<file path="src/hdl/cfl_params.svh">
// named offsets, field positions, reset values, codes and timings of the charger supervisor
`ifndef CFL_PARAMS_SVH
`define CFL_PARAMS_SVH

// register offsets
`define CFL_ADDR_FLOAT          8'h02
`define CFL_ADDR_CURRENT        8'h04
`define CFL_ADDR_DROOP          8'h05
`define CFL_ADDR_LIMIT          8'h06

// field positions
`define CFL_FV_MSB              7
`define CFL_FV_LSB              2
`define CFL_CC_MSB              6
`define CFL_CC_LSB              4
`define CFL_DROOP_FLAG_BIT      4
`define CFL_HOLD_MSB            2
`define CFL_HOLD_LSB            0
`define CFL_CEIL_CC_MSB         6
`define CFL_CEIL_CC_LSB         4
`define CFL_CEIL_FV_MSB         3
`define CFL_CEIL_FV_LSB         0

// reset values
`define CFL_FLOAT_RESET         8'h28
`define CFL_CURRENT_RESET       8'h00
`define CFL_HOLD_RESET          3'h0
`define CFL_LIMIT_RESET         7'h7f

// float ceiling code n permits a float code of base plus n
`define CFL_FV_CEIL_BASE        6'h23
// reduced current under die foldback is the lowest current step
`define CFL_CC_FOLDBACK         3'h0

// fault codes
`define CFL_FAULT_NONE          3'h0
`define CFL_FAULT_INPUT_OVP     3'h1
`define CFL_FAULT_POOR_INPUT    3'h3
`define CFL_FAULT_BATTERY_OVP   3'h4
`define CFL_FAULT_THERMAL       3'h5

// charge state bits
`define CFL_STATE_READY         2'h0
`define CFL_STATE_CHARGING      2'h1
`define CFL_STATE_FAULT         2'h3

// timing
`define CFL_CLK_MHZ             25
`define CFL_STAT_PULSE_US       128
`define CFL_RETRY_MS            2000
`define CFL_VALIDATE_MS         30
`define CFL_NO_PULSE_MS         30
`define CFL_TIMER_W             26
`define CFL_PULSE_W             12

`endif

</file>
<file path="src/hdl/cfl_pkg.sv">
// types shared by the charger supervisor files
`default_nettype none

package cfl_pkg;

    // comparator and power stage indications, all asynchronous to clk_sys
    typedef struct packed {
        logic die_foldback_hot;
        logic die_shutdown_hot;
        logic input_below_sleep;
        logic input_below_min;
        logic input_above_ovp;
        logic input_below_ovp_release;
        logic battery_above_short;
        logic droop_loop_active;
        logic switch_pulse;
    } cfl_sense_type;

    // one register write from the serial interface
    typedef struct packed {
        logic       valid;
        logic [7:0] addr;
        logic [7:0] data;
    } cfl_reg_write_type;

    // settings handed to the regulation loops
    typedef struct packed {
        logic [5:0] float_voltage_code;
        logic [2:0] charge_current_code;
        logic [2:0] input_hold_voltage;
    } cfl_setting_type;

    typedef enum logic [2:0] {
        CFL_VALIDATE = 3'h0,
        CFL_CHARGE   = 3'h1,
        CFL_UV_RETRY = 3'h3,
        CFL_OVP      = 3'h2,
        CFL_BAT_OVP  = 3'h6
    } cfl_state_type;

endpackage : cfl_pkg

`default_nettype wire

</file>
<file path="src/hdl/cfl_charger_supervisor.sv">
// charger supervisor: setting ceilings, droop flag, input and thermal faults, status pin
`default_nettype none
`include "cfl_params.svh"

// Operation
// - droop flag bit 4 reads set while the input hold loop limits current.
// - three-bit droop field selects input hold voltage, eight equal steps.
// - battery above short threshold loads ceiling default; writable until another write.
// - after another register write, ceiling ignores writes until battery below short.
// - float or current code written above ceiling is stored as the ceiling.
// - ceiling holds current limit bits 6:4, float limit 3:0; outputs clamped.
// - current ceiling uses the same eight-step code as current setting.
// - float ceiling n permits float code 100011 plus n.
// - foldback temperature forces lowest current; programmed current returns once cool.
// - shutdown temperature suspends charging, loads fault 101, pulses status pin.
// - thermal suspend freezes the interval timer and state, not the status pulse count; resumes from same state.
// - input below battery plus sleep margin, above minimum, enters sleep.
// - input below minimum while charging stops, pulses, state 11, fault 011.
// - after under-voltage stop, restart once input recovers and retry interval passes.
// - input over-voltage opens blocking switch, suspends, fault 001, state 11, pulse.
// - over-voltage clears at release threshold; charging resumes after input revalidation.
// - after the first switching pulse in charge, no pulses for 30 ms gives fault 100, state 11, pulse.
module cfl_charger_supervisor #(
    parameter int RETRY_CYCLES    = `CFL_RETRY_MS * `CFL_CLK_MHZ * 1000,
    parameter int VALIDATE_CYCLES = `CFL_VALIDATE_MS * `CFL_CLK_MHZ * 1000,
    parameter int NO_PULSE_CYCLES = `CFL_NO_PULSE_MS * `CFL_CLK_MHZ * 1000
) (
    input  wire logic                       clk_sys,
    input  wire logic                       arst_n,
    input  wire logic                       clk_en,
    input  wire cfl_pkg::cfl_sense_type     sense_async,
    input  wire cfl_pkg::cfl_reg_write_type reg_write,
    input  wire logic [7:0]                 reg_rd_addr,
    output var  logic [7:0]                 reg_rd_data,
    output var  cfl_pkg::cfl_setting_type   applied,
    output var  logic                       charge_enable,
    output var  logic                       input_blocking_switch,
    output var  logic                       sleep_mode,
    output var  logic                       current_foldback,
    output var  logic [2:0]                 fault_code,
    output var  logic [1:0]                 state_bits,
    output logic                            stat_out,
    output var  logic                       stat_oe_n
);

    localparam int PULSE_CYCLES_I = `CFL_STAT_PULSE_US * `CFL_CLK_MHZ;
    localparam logic [`CFL_PULSE_W-1:0] PULSE_CYCLES = PULSE_CYCLES_I[`CFL_PULSE_W-1:0];
    localparam logic [`CFL_TIMER_W-1:0] RETRY_LIMIT = RETRY_CYCLES[`CFL_TIMER_W-1:0];
    localparam logic [`CFL_TIMER_W-1:0] VALID_LIMIT = VALIDATE_CYCLES[`CFL_TIMER_W-1:0];
    localparam logic [`CFL_TIMER_W-1:0] NOPLS_LIMIT = NO_PULSE_CYCLES[`CFL_TIMER_W-1:0];

    logic                         rst_meta;
    logic                         rst_n;
    cfl_pkg::cfl_sense_type       sense;
    cfl_pkg::cfl_state_type       state;
    cfl_pkg::cfl_state_type       next_state;
    logic [`CFL_TIMER_W-1:0]      timer;
    logic [`CFL_PULSE_W-1:0]      pulse_count;
    logic [7:0]                   float_reg;
    logic [7:0]                   current_reg;
    logic [2:0]                   hold_reg;
    logic [6:0]                   limit_reg;
    logic                         ceiling_locked;
    logic                         battery_was_above;
    logic                         switch_pulse_prev;
    logic                         pulse_edge;
    logic                         pulses_armed;
    logic                         suspended;
    logic                         thermal_entry;
    logic                         fault_event;
    logic [2:0]                   event_code;
    logic [2:0]                   ceil_current;
    logic [5:0]                   ceil_float;
    logic [5:0]                   write_float;
    logic [2:0]                   write_current;
    logic                         input_in_window;

    // reset is released through two flops; assertion stays asynchronous
    always_ff @(posedge clk_sys or negedge arst_n)
    begin
        if (!arst_n)
        begin
            rst_meta <= 1'b0;
            rst_n    <= 1'b0;
        end
        else
        begin
            rst_meta <= 1'b1;
            rst_n    <= rst_meta;
        end
    end

    // every comparator crosses into clk_sys through one shared synchroniser
    cfl_sync3 #(
        .WIDTH    ($bits(cfl_pkg::cfl_sense_type))
    ) u_sense_sync (
        .clk_sys  (clk_sys),
        .rst_n    (rst_n),
        .clk_en   (clk_en),
        .async_in (sense_async),
        .sync_out (sense)
    );

    // ceilings as codes: current is the same step code, float is base plus n
    assign ceil_current = limit_reg[`CFL_CEIL_CC_MSB:`CFL_CEIL_CC_LSB];
    assign ceil_float   = `CFL_FV_CEIL_BASE
                        + {2'h0, limit_reg[`CFL_CEIL_FV_MSB:`CFL_CEIL_FV_LSB]};

    // clamp incoming codes so the stored value does not exceed the ceiling in force at the write
    always_comb
    begin
        write_float   = reg_write.data[`CFL_FV_MSB:`CFL_FV_LSB];
        write_current = reg_write.data[`CFL_CC_MSB:`CFL_CC_LSB];
        if (write_float > ceil_float)
            write_float = ceil_float;
        if (write_current > ceil_current)
            write_current = ceil_current;
    end

    assign pulse_edge      = sense.switch_pulse && !switch_pulse_prev;
    assign input_in_window = !sense.input_below_min && !sense.input_above_ovp;
    assign thermal_entry   = sense.die_shutdown_hot && !suspended;

    // setting registers; host writes stay live during a thermal suspend
    always_ff @(posedge clk_sys or negedge rst_n)
    begin
        if (!rst_n)
        begin
            float_reg   <= `CFL_FLOAT_RESET;
            current_reg <= `CFL_CURRENT_RESET;
            hold_reg    <= `CFL_HOLD_RESET;
        end
        else if (clk_en && reg_write.valid)
        begin
            unique case (reg_write.addr)
                `CFL_ADDR_FLOAT:
                    float_reg <= {write_float, reg_write.data[`CFL_FV_LSB-1:0]};
                `CFL_ADDR_CURRENT:
                    current_reg <= {reg_write.data[7], write_current,
                                    reg_write.data[`CFL_CC_LSB-1:0]};
                `CFL_ADDR_DROOP:
                    hold_reg <= reg_write.data[`CFL_HOLD_MSB:`CFL_HOLD_LSB];
                default:
                    ;
            endcase
        end
    end

    // ceiling register: default reloaded as the battery climbs past short
    always_ff @(posedge clk_sys or negedge rst_n)
    begin
        if (!rst_n)
        begin
            limit_reg         <= `CFL_LIMIT_RESET;
            battery_was_above <= 1'b0;
        end
        else if (clk_en)
        begin
            battery_was_above <= sense.battery_above_short;
            if (sense.battery_above_short && !battery_was_above)
                limit_reg <= `CFL_LIMIT_RESET;
            else if (reg_write.valid && reg_write.addr == `CFL_ADDR_LIMIT && !ceiling_locked)
                limit_reg <= reg_write.data[6:0];
        end
    end

    // lock follows the first write elsewhere; only a low battery unlocks it
    always_ff @(posedge clk_sys or negedge rst_n)
    begin
        if (!rst_n)
            ceiling_locked <= 1'b0;
        else if (clk_en)
        begin
            if (!sense.battery_above_short)
                ceiling_locked <= 1'b0;
            else if (reg_write.valid && reg_write.addr != `CFL_ADDR_LIMIT)
                ceiling_locked <= 1'b1;
        end
    end

    // read data is registered; unmapped offsets and reserved bits read zero
    always_ff @(posedge clk_sys or negedge rst_n)
    begin
        if (!rst_n)
            reg_rd_data <= 8'h00;
        else if (clk_en)
        begin
            unique case (reg_rd_addr)
                `CFL_ADDR_FLOAT:   reg_rd_data <= float_reg;
                `CFL_ADDR_CURRENT: reg_rd_data <= current_reg;
                `CFL_ADDR_DROOP:   reg_rd_data <= {3'h0, sense.droop_loop_active,
                                                   1'b0, hold_reg};
                `CFL_ADDR_LIMIT:   reg_rd_data <= {1'b0, limit_reg};
                default:           reg_rd_data <= 8'h00;
            endcase
        end
    end

    // fault sequencing; a thermal suspend holds the machine where it is
    always_comb
    begin
        next_state  = state;
        fault_event = 1'b0;
        event_code  = `CFL_FAULT_NONE;
        if (!sense.die_shutdown_hot)
        begin
            unique case (state)
                cfl_pkg::CFL_VALIDATE:
                begin
                    if (sense.input_above_ovp)
                    begin
                        next_state  = cfl_pkg::CFL_OVP;
                        fault_event = 1'b1;
                        event_code  = `CFL_FAULT_INPUT_OVP;
                    end
                    else if (timer >= VALID_LIMIT)
                        next_state = cfl_pkg::CFL_CHARGE;
                end
                cfl_pkg::CFL_CHARGE:
                begin
                    if (sense.input_above_ovp)
                    begin
                        next_state  = cfl_pkg::CFL_OVP;
                        fault_event = 1'b1;
                        event_code  = `CFL_FAULT_INPUT_OVP;
                    end
                    else if (sense.input_below_min)
                    begin
                        next_state  = cfl_pkg::CFL_UV_RETRY;
                        fault_event = 1'b1;
                        event_code  = `CFL_FAULT_POOR_INPUT;
                    end
                    else if (pulses_armed && timer >= NOPLS_LIMIT)
                    begin
                        next_state  = cfl_pkg::CFL_BAT_OVP;
                        fault_event = 1'b1;
                        event_code  = `CFL_FAULT_BATTERY_OVP;
                    end
                end
                cfl_pkg::CFL_UV_RETRY:
                begin
                    if (sense.input_above_ovp)
                    begin
                        next_state  = cfl_pkg::CFL_OVP;
                        fault_event = 1'b1;
                        event_code  = `CFL_FAULT_INPUT_OVP;
                    end
                    else if (timer >= RETRY_LIMIT && !sense.input_below_min)
                        next_state = cfl_pkg::CFL_VALIDATE;
                end
                cfl_pkg::CFL_OVP:
                begin
                    if (sense.input_below_ovp_release)
                        next_state = cfl_pkg::CFL_VALIDATE;
                end
                cfl_pkg::CFL_BAT_OVP:
                begin
                    if (sense.input_above_ovp)
                    begin
                        next_state  = cfl_pkg::CFL_OVP;
                        fault_event = 1'b1;
                        event_code  = `CFL_FAULT_INPUT_OVP;
                    end
                    else if (pulse_edge)
                        next_state = cfl_pkg::CFL_CHARGE;
                end
                default:
                    next_state = cfl_pkg::CFL_VALIDATE;
            endcase
        end
    end

    always_ff @(posedge clk_sys or negedge rst_n)
    begin
        if (!rst_n)
            state <= cfl_pkg::CFL_VALIDATE;
        else if (clk_en)
            state <= next_state;
    end

    // shared interval timer; restarts on each state change, frozen in suspend
    always_ff @(posedge clk_sys or negedge rst_n)
    begin
        if (!rst_n)
        begin
            timer             <= '0;
            switch_pulse_prev <= 1'b0;
            pulses_armed      <= 1'b0;
        end
        else if (clk_en && !sense.die_shutdown_hot)
        begin
            switch_pulse_prev <= sense.switch_pulse;
            if (next_state != state)
                timer <= '0;
            else if (state == cfl_pkg::CFL_VALIDATE && !input_in_window)
                timer <= '0;
            else if (state == cfl_pkg::CFL_CHARGE && pulse_edge)
                timer <= '0;
            else if (timer != '1)
                timer <= timer + 1'b1;
            // watchdog only arms once the power stage has switched at least once
            if (state != cfl_pkg::CFL_CHARGE || next_state != state)
                pulses_armed <= 1'b0;
            else if (pulse_edge)
                pulses_armed <= 1'b1;
        end
    end

    // fault code and state bits; thermal entry takes precedence over others
    always_ff @(posedge clk_sys or negedge rst_n)
    begin
        if (!rst_n)
        begin
            suspended  <= 1'b0;
            fault_code <= `CFL_FAULT_NONE;
            state_bits <= `CFL_STATE_READY;
        end
        else if (clk_en)
        begin
            suspended <= sense.die_shutdown_hot;
            if (thermal_entry)
                fault_code <= `CFL_FAULT_THERMAL;
            else if (fault_event)
                fault_code <= event_code;
            else if (next_state == cfl_pkg::CFL_CHARGE && state == cfl_pkg::CFL_VALIDATE)
                fault_code <= `CFL_FAULT_NONE;
            if (next_state == cfl_pkg::CFL_OVP || next_state == cfl_pkg::CFL_UV_RETRY
                || next_state == cfl_pkg::CFL_BAT_OVP)
                state_bits <= `CFL_STATE_FAULT;
            else if (next_state == cfl_pkg::CFL_CHARGE)
                state_bits <= `CFL_STATE_CHARGING;
            else
                state_bits <= `CFL_STATE_READY;
        end
    end

    // status pin: one fixed-width low pulse per fault entry, then released
    always_ff @(posedge clk_sys or negedge rst_n)
    begin
        if (!rst_n)
            pulse_count <= '0;
        else if (clk_en)
        begin
            if (fault_event || thermal_entry)
                pulse_count <= PULSE_CYCLES;
            else if (pulse_count != '0)
                pulse_count <= pulse_count - 1'b1;
        end
    end

    assign stat_out = 1'b0; // open drain: only ever pulls low

    always_ff @(posedge clk_sys or negedge rst_n)
    begin
        if (!rst_n)
            stat_oe_n <= 1'b1;
        else if (clk_en)
            stat_oe_n <= !(fault_event || thermal_entry || pulse_count > 1);
    end

    // power stage controls; settings are clamped again in case the ceiling dropped
    always_ff @(posedge clk_sys or negedge rst_n)
    begin
        if (!rst_n)
        begin
            applied               <= '0;
            charge_enable         <= 1'b0;
            input_blocking_switch <= 1'b0;
            sleep_mode            <= 1'b0;
            current_foldback      <= 1'b0;
        end
        else if (clk_en)
        begin
            sleep_mode <= sense.input_below_sleep && !sense.input_below_min;
            current_foldback <= sense.die_foldback_hot;
            input_blocking_switch <= next_state != cfl_pkg::CFL_OVP;
            charge_enable <= next_state == cfl_pkg::CFL_CHARGE
                          && !sense.die_shutdown_hot
                          && !(sense.input_below_sleep && !sense.input_below_min);
            applied.input_hold_voltage <= hold_reg;
            if (float_reg[`CFL_FV_MSB:`CFL_FV_LSB] > ceil_float)
                applied.float_voltage_code <= ceil_float;
            else
                applied.float_voltage_code <= float_reg[`CFL_FV_MSB:`CFL_FV_LSB];
            if (sense.die_foldback_hot)
                applied.charge_current_code <= `CFL_CC_FOLDBACK;
            else if (current_reg[`CFL_CC_MSB:`CFL_CC_LSB] > ceil_current)
                applied.charge_current_code <= ceil_current;
            else
                applied.charge_current_code <= current_reg[`CFL_CC_MSB:`CFL_CC_LSB];
        end
    end

endmodule : cfl_charger_supervisor

`default_nettype wire

</file>
<file path="src/hdl/cfl_sync3.sv">
// three-flop input synchroniser that accepts a change once stages two and three agree
`default_nettype none

module cfl_sync3 #(
    parameter int WIDTH = 1
) (
    input  wire logic             clk_sys,
    input  wire logic             rst_n,
    input  wire logic             clk_en,
    input  wire logic [WIDTH-1:0] async_in,
    output var  logic [WIDTH-1:0] sync_out
);

    logic [WIDTH-1:0] stage1;
    logic [WIDTH-1:0] stage2;
    logic [WIDTH-1:0] stage3;

    // stage1 feeds stage2 only; metastability never reaches the compare
    always_ff @(posedge clk_sys or negedge rst_n)
    begin
        if (!rst_n)
        begin
            stage1   <= '0;
            stage2   <= '0;
            stage3   <= '0;
            sync_out <= '0;
        end
        else if (clk_en)
        begin
            stage1 <= async_in;
            stage2 <= stage1;
            stage3 <= stage2;
            for (int i = 0; i < WIDTH; i++)
            begin
                if (stage2[i] == stage3[i])
                    sync_out[i] <= stage3[i];
            end
        end
    end

endmodule : cfl_sync3

`default_nettype wire

</file>
<file path="config.mk">
export PLATFORM = sky130hd
export DESIGN_NAME = cfl_charger_supervisor
export DESIGN_NICKNAME = d
export VERILOG_FILES = /design/src/hdl/cfl_pkg.sv /design/src/hdl/cfl_charger_supervisor.sv /design/src/hdl/cfl_sync3.sv
export VERILOG_INCLUDE_DIRS = /design/src /design/src/hdl
export SDC_FILE = /design/constraint.sdc
export NUM_CORES = 1
export LEC_CHECK = 0
export BUFFER_PORTS_ARGS = -buffer_cell sky130_fd_sc_hd__buf_2
export CAP_MARGIN = 20
export CORE_MARGIN = 2
export CORE_UTILIZATION = 40
export DETAILED_ROUTE_END_ITERATION = 8
export PLACE_DENSITY = 0.56
export SLEW_MARGIN = 20
export SYNTH_ARGS = -nofsm -noshare
export SYNTH_HDL_FRONTEND = slang
export SYNTH_SLANG_ARGS = --single-unit
</file>
<file path="constraint.sdc">
create_clock -name clk_sys -period 11.57 [get_ports clk_sys]
set_input_delay 2.314 -clock clk_sys [delete_from_list [all_inputs] [get_ports clk_sys]]
set_output_delay 2.314 -clock clk_sys [all_outputs]
set_load 0.01 [all_outputs]
</file>
==> impl_results.rst <==
.. list-table::
   :header-rows: 1

   * - Metric
     - Value
   * - Leading cell type in the layout, fill and taps excluded
     - sky130_fd_sc_hd__dfrtp_1
   * - Compound-gate portion of the synthesized area
     - 19.74%
   * - Reg area
     - 0.003520 mm²
   * - Remaining routing DRC violations
     - 0
   * - Largest clock skew in the final design
     - 0.01415 ns
   * - Multi-input gate area
     - 0.003746 mm²
   * - Maximum VDD drop
     - 0.1102 mV
   * - Count of distinct cell types in the synthesized netlist
     - 75
   * - CTS tree
     - built
   * - Yosys top cell area share
     - 42.71%
   * - Largest family of logic cells by synthesized area
     - compound AO/OA/AOI/OAI gates
   * - Total Die Area
     - 0.02016 mm²
   * - Slowest cell on the critical path
     - sky130_fd_sc_hd__or4b_2
   * - Net count after synthesis
     - 850
   * - Setup TNS
     - 0 ns
   * - Sequential element share of the synthesized area
     - 46.16%
   * - Post-DP HPWL
     - 13230 µm
   * - Post-synth top flop
     - sky130_fd_sc_hd__dfrtp_1
   * - RSZ-0062 raised after global routing
     - no
   * - Synthesized-area fraction occupied by and/or/nand/nor cells
     - 17.59%
   * - Met2 wire length
     - 8788 µm
   * - Height of the die
     - 142.0 µm
   * - Synthesized area
     - 0.007617 mm²
   * - Violation count after the first detailed-route iteration
     - 464
   * - Number of synthesized flops with an enable pin
     - 0
   * - Ratio of cells with drive above 1 in the final layout
     - 19.98%
   * - Clock period minus final worst setup slack
     - 4.537 ns
   * - DP Cell Count
     - 1058
   * - Met1 Routed Length
     - 8642 µm
   * - Number of standard cells after synthesis
     - 792
   * - Crit path arrival time
     - 4.85 ns
   * - Kind of start point of the critical path
     - input pin
   * - Share of cell area taken by muxes after synthesis
     - 7.178%
   * - Largest cells by area after synthesis
     - sky130_fd_sc_hd__dfrtp_1 (43%), sky130_fd_sc_hd__mux2_2 (5.5%), sky130_fd_sc_hd__o21ai_0 (4.1%)
   * - Clk root buf
     - sky130_fd_sc_hd__clkbuf_16
   * - Biggest register
     - timer
   * - Startpoint of the most critical hold path
     - rst_meta
   * - Synth-to-layout area growth
     - 14.26%
   * - Gpl congestion
     - 0.8574
   * - Reported leakage power
     - 0.003709 µW
   * - H-tree depth reported by CTS
     - 4
   * - Inserted Diodes
     - 0
   * - Sequence of cells on the critical path
     - buf_2 > buf_4 > nand2_1 > or4b_2 > nor3_1 > buf_4 > mux2_2
   * - Reg clk slew, reported paths
     - 0.07 ns
   * - Data required time at the worst endpoint
     - 11.88 ns
   * - Setup Viol. Count Final
     - 0
   * - Xor and xnor fraction of the mapped netlist area
     - 1.035%
   * - Terminus of the critical flop-to-flop path
     - applied[9]
   * - Flip-flop count of the largest register after layout
     - 26
   * - IO Pins
     - 68
   * - Clock sink total
     - 140
   * - Period utilization
     - 39.21%
   * - Number of synthesized register bits
     - 140
   * - Power density over the cells
     - 226.2 mW/mm²
   * - Worst reg2reg path depth
     - 10
   * - Worst slew margin relative to its limit
     - 47.40%
   * - Antenna violations before repair
     - 0
   * - Global-route wire length before repair
     - 31210 µm
   * - CP Launch Point
     - clk_en
   * - Mapped Avg Cell Area
     - 9.618 µm²
   * - Number of filler cells placed in the layout
     - 1801
   * - Most repeated library cell on the critical path
     - sky130_fd_sc_hd__buf_4
   * - Most frequent cells in the layout
     - sky130_fd_sc_hd__dfrtp_1 (129), sky130_fd_sc_hd__nand2_1 (75), sky130_fd_sc_hd__buf_2 (66)
   * - Vias per std cell
     - 5.761
   * - Number of hold buffers added after CTS
     - 0
   * - Maximum capacitance violations
     - 0
   * - Maximum clock path buffer count
     - 2
   * - Drt first pass iters
     - 5
   * - Cell Rows
     - 50
   * - Endpoint class of the critical path
     - register
   * - Worst-Margin Slew
     - 0.7890 ns
   * - Yosys warns
     - 0
   * - Worst Hold Endpoint
     - rst_n
   * - Outcome
     - finished clean
   * - Synth Area in Adders
     - 3.449%
   * - Clock latency at the later pin of the worst-skew pair
     - 0.43 ns
   * - Hold path cells
     - 0
   * - Initial Util
     - 40.72%
   * - Leftover overflow at the end of global routing
     - 0
   * - Uppermost layer routed
     - met4
   * - Number of routed nets with antenna violations
     - 0
   * - Number of hold violations in the final report
     - 0
   * - Worst-case register-to-register setup slack
     - 8.41 ns
   * - Area of the placeable core
     - 0.01871 mm²
   * - Regs by FF count
     - timer: 26 flops, applied: 12 flops, pulse_count: 12 flops
   * - Hold Path Class
     - reg -> reg
   * - Cell type contributing the most total cell area after synthesis
     - sky130_fd_sc_hd__dfrtp_1
   * - Post-cts resize count
     - 0
   * - Slew Limit Fails
     - 0
   * - Largest net degree at the start of global routing
     - 80
   * - Critical Path Max Stage Delay
     - 0.64 ns
   * - Detail Route met3 WL
     - 808 µm
   * - Vias in the first global route
     - 6146
   * - Post-route core utilization
     - 46.53%
   * - Kind of critical path
     - in -> reg
   * - Total GRT Usage
     - 19.31%
   * - Average wire per standard cell
     - 17.05 µm
   * - Overall die width
     - 142.0 µm
   * - # Post-CTS Setup Buffers
     - 0
   * - Async set or reset register ratio after synthesis
     - 100.0%
   * - Number of I/O port buffers
     - 66
   * - Number of cells in the finished layout apart from fillers
     - 1090
   * - Maximum fanout along the worst path
     - 58
   * - Achievable clock frequency
     - 220.4 MHz
   * - Overall routed net length
     - 18580 µm
   * - NumNets Final
     - 901
   * - Via count of the routed design
     - 6279
   * - Reg-to-reg startpoint
     - limit_reg[0]
   * - Clock buffers created by TritonCTS
     - 17
==> worst max-delay path by stage <==
stage                    to  slack, ns  cells after the start
2_1_floorplan    applied[0]       7.40                      0
3_3_place_gp   float_reg[7]       6.66                      7
3_5_place_dp   float_reg[1]       6.60                      7
4_1_cts        float_reg[1]       7.06                      7
5_1_grt        float_reg[0]       6.86                      7
6_report       float_reg[1]       7.03                      7
==> metrics by stage <==
| stage | hold WS (ns) | instance area [µm²] | worst slack [ns] | total power (µW) |
|---|---|---|---|---|
| 6_report | 0.3619 | 8703 | 7.033 | 1969 |
| 3_5_place_dp | 0.3364 | 8125 | 6.604 | 1444 |
| 3_3_place_gp | 0.3444 | 8125 | 6.665 | 1413 |
| 4_1_cts | 0.3649 | 8700 | 7.058 | 1979 |
| 2_1_floorplan | 0.3312 | 7617 | 7.398 | 1255 |
| 5_1_grt | 0.3692 | 8703 | 6.861 | 2114 |
==> layout make-up <==
class,instances,area share [%]
Clock inverter,15,1.711
Sequential cell,140,40.44
Timing Repair Buffer,75,4.615
Inverter,45,1.941
Multi-Input combinational cell,564,43.04
Clock buffer,17,4.888
Tap cell,234,3.364
==> cells in the mapped netlist, drive strengths merged, types with 7 or more instances <==
library cell,number
dfrtp,130
nand2,76
o21ai,73
a21oi,45
inv,45
nor2,40
mux2,37
clkbuf,27
nor3,22
ha,21
nand3,20
buf,16
nand2b,14
nand4,14
a22oi,13
a31oi,13
mux2i,13
o2bb2ai,13
a32oi,10
dfstp,10
nor2b,10
nor4,9
o211ai,8
o22ai,8
and2,7
or3,7
==> critical path: cells and delay by family <==
kind                   cells  cell delay [ns]
multiplexers               1             0.35
AND/OR/NAND/NOR            3             0.99
buffers and inverters      3             1.18
==> cells by family (layout without fill, tap and decap cells) <==
group	count (synthesis)	count (layout)
AO/OA/AOI/OAI	226	226
XOR/XNOR	9	9
adder cells (fa/ha/maj)	21	21
buffers and inverters	88	152
flip-flops	140	140
multiplexers	50	50
other	2	2
AND/OR/NAND/NOR	256	256
==> metal layers <==
layer  vias up  track usage [%]
met3        22            4.004
met5         -                0
met1      3075            26.32
met4         0            7.000
met2       160            30.56
li1       3022                -
==> power breakdown <==
group          switching (µW)  internal [µW]
Combinational             408            265
Sequential                153            613
Clock                     243            287
(Power assumes the default switching activity.)
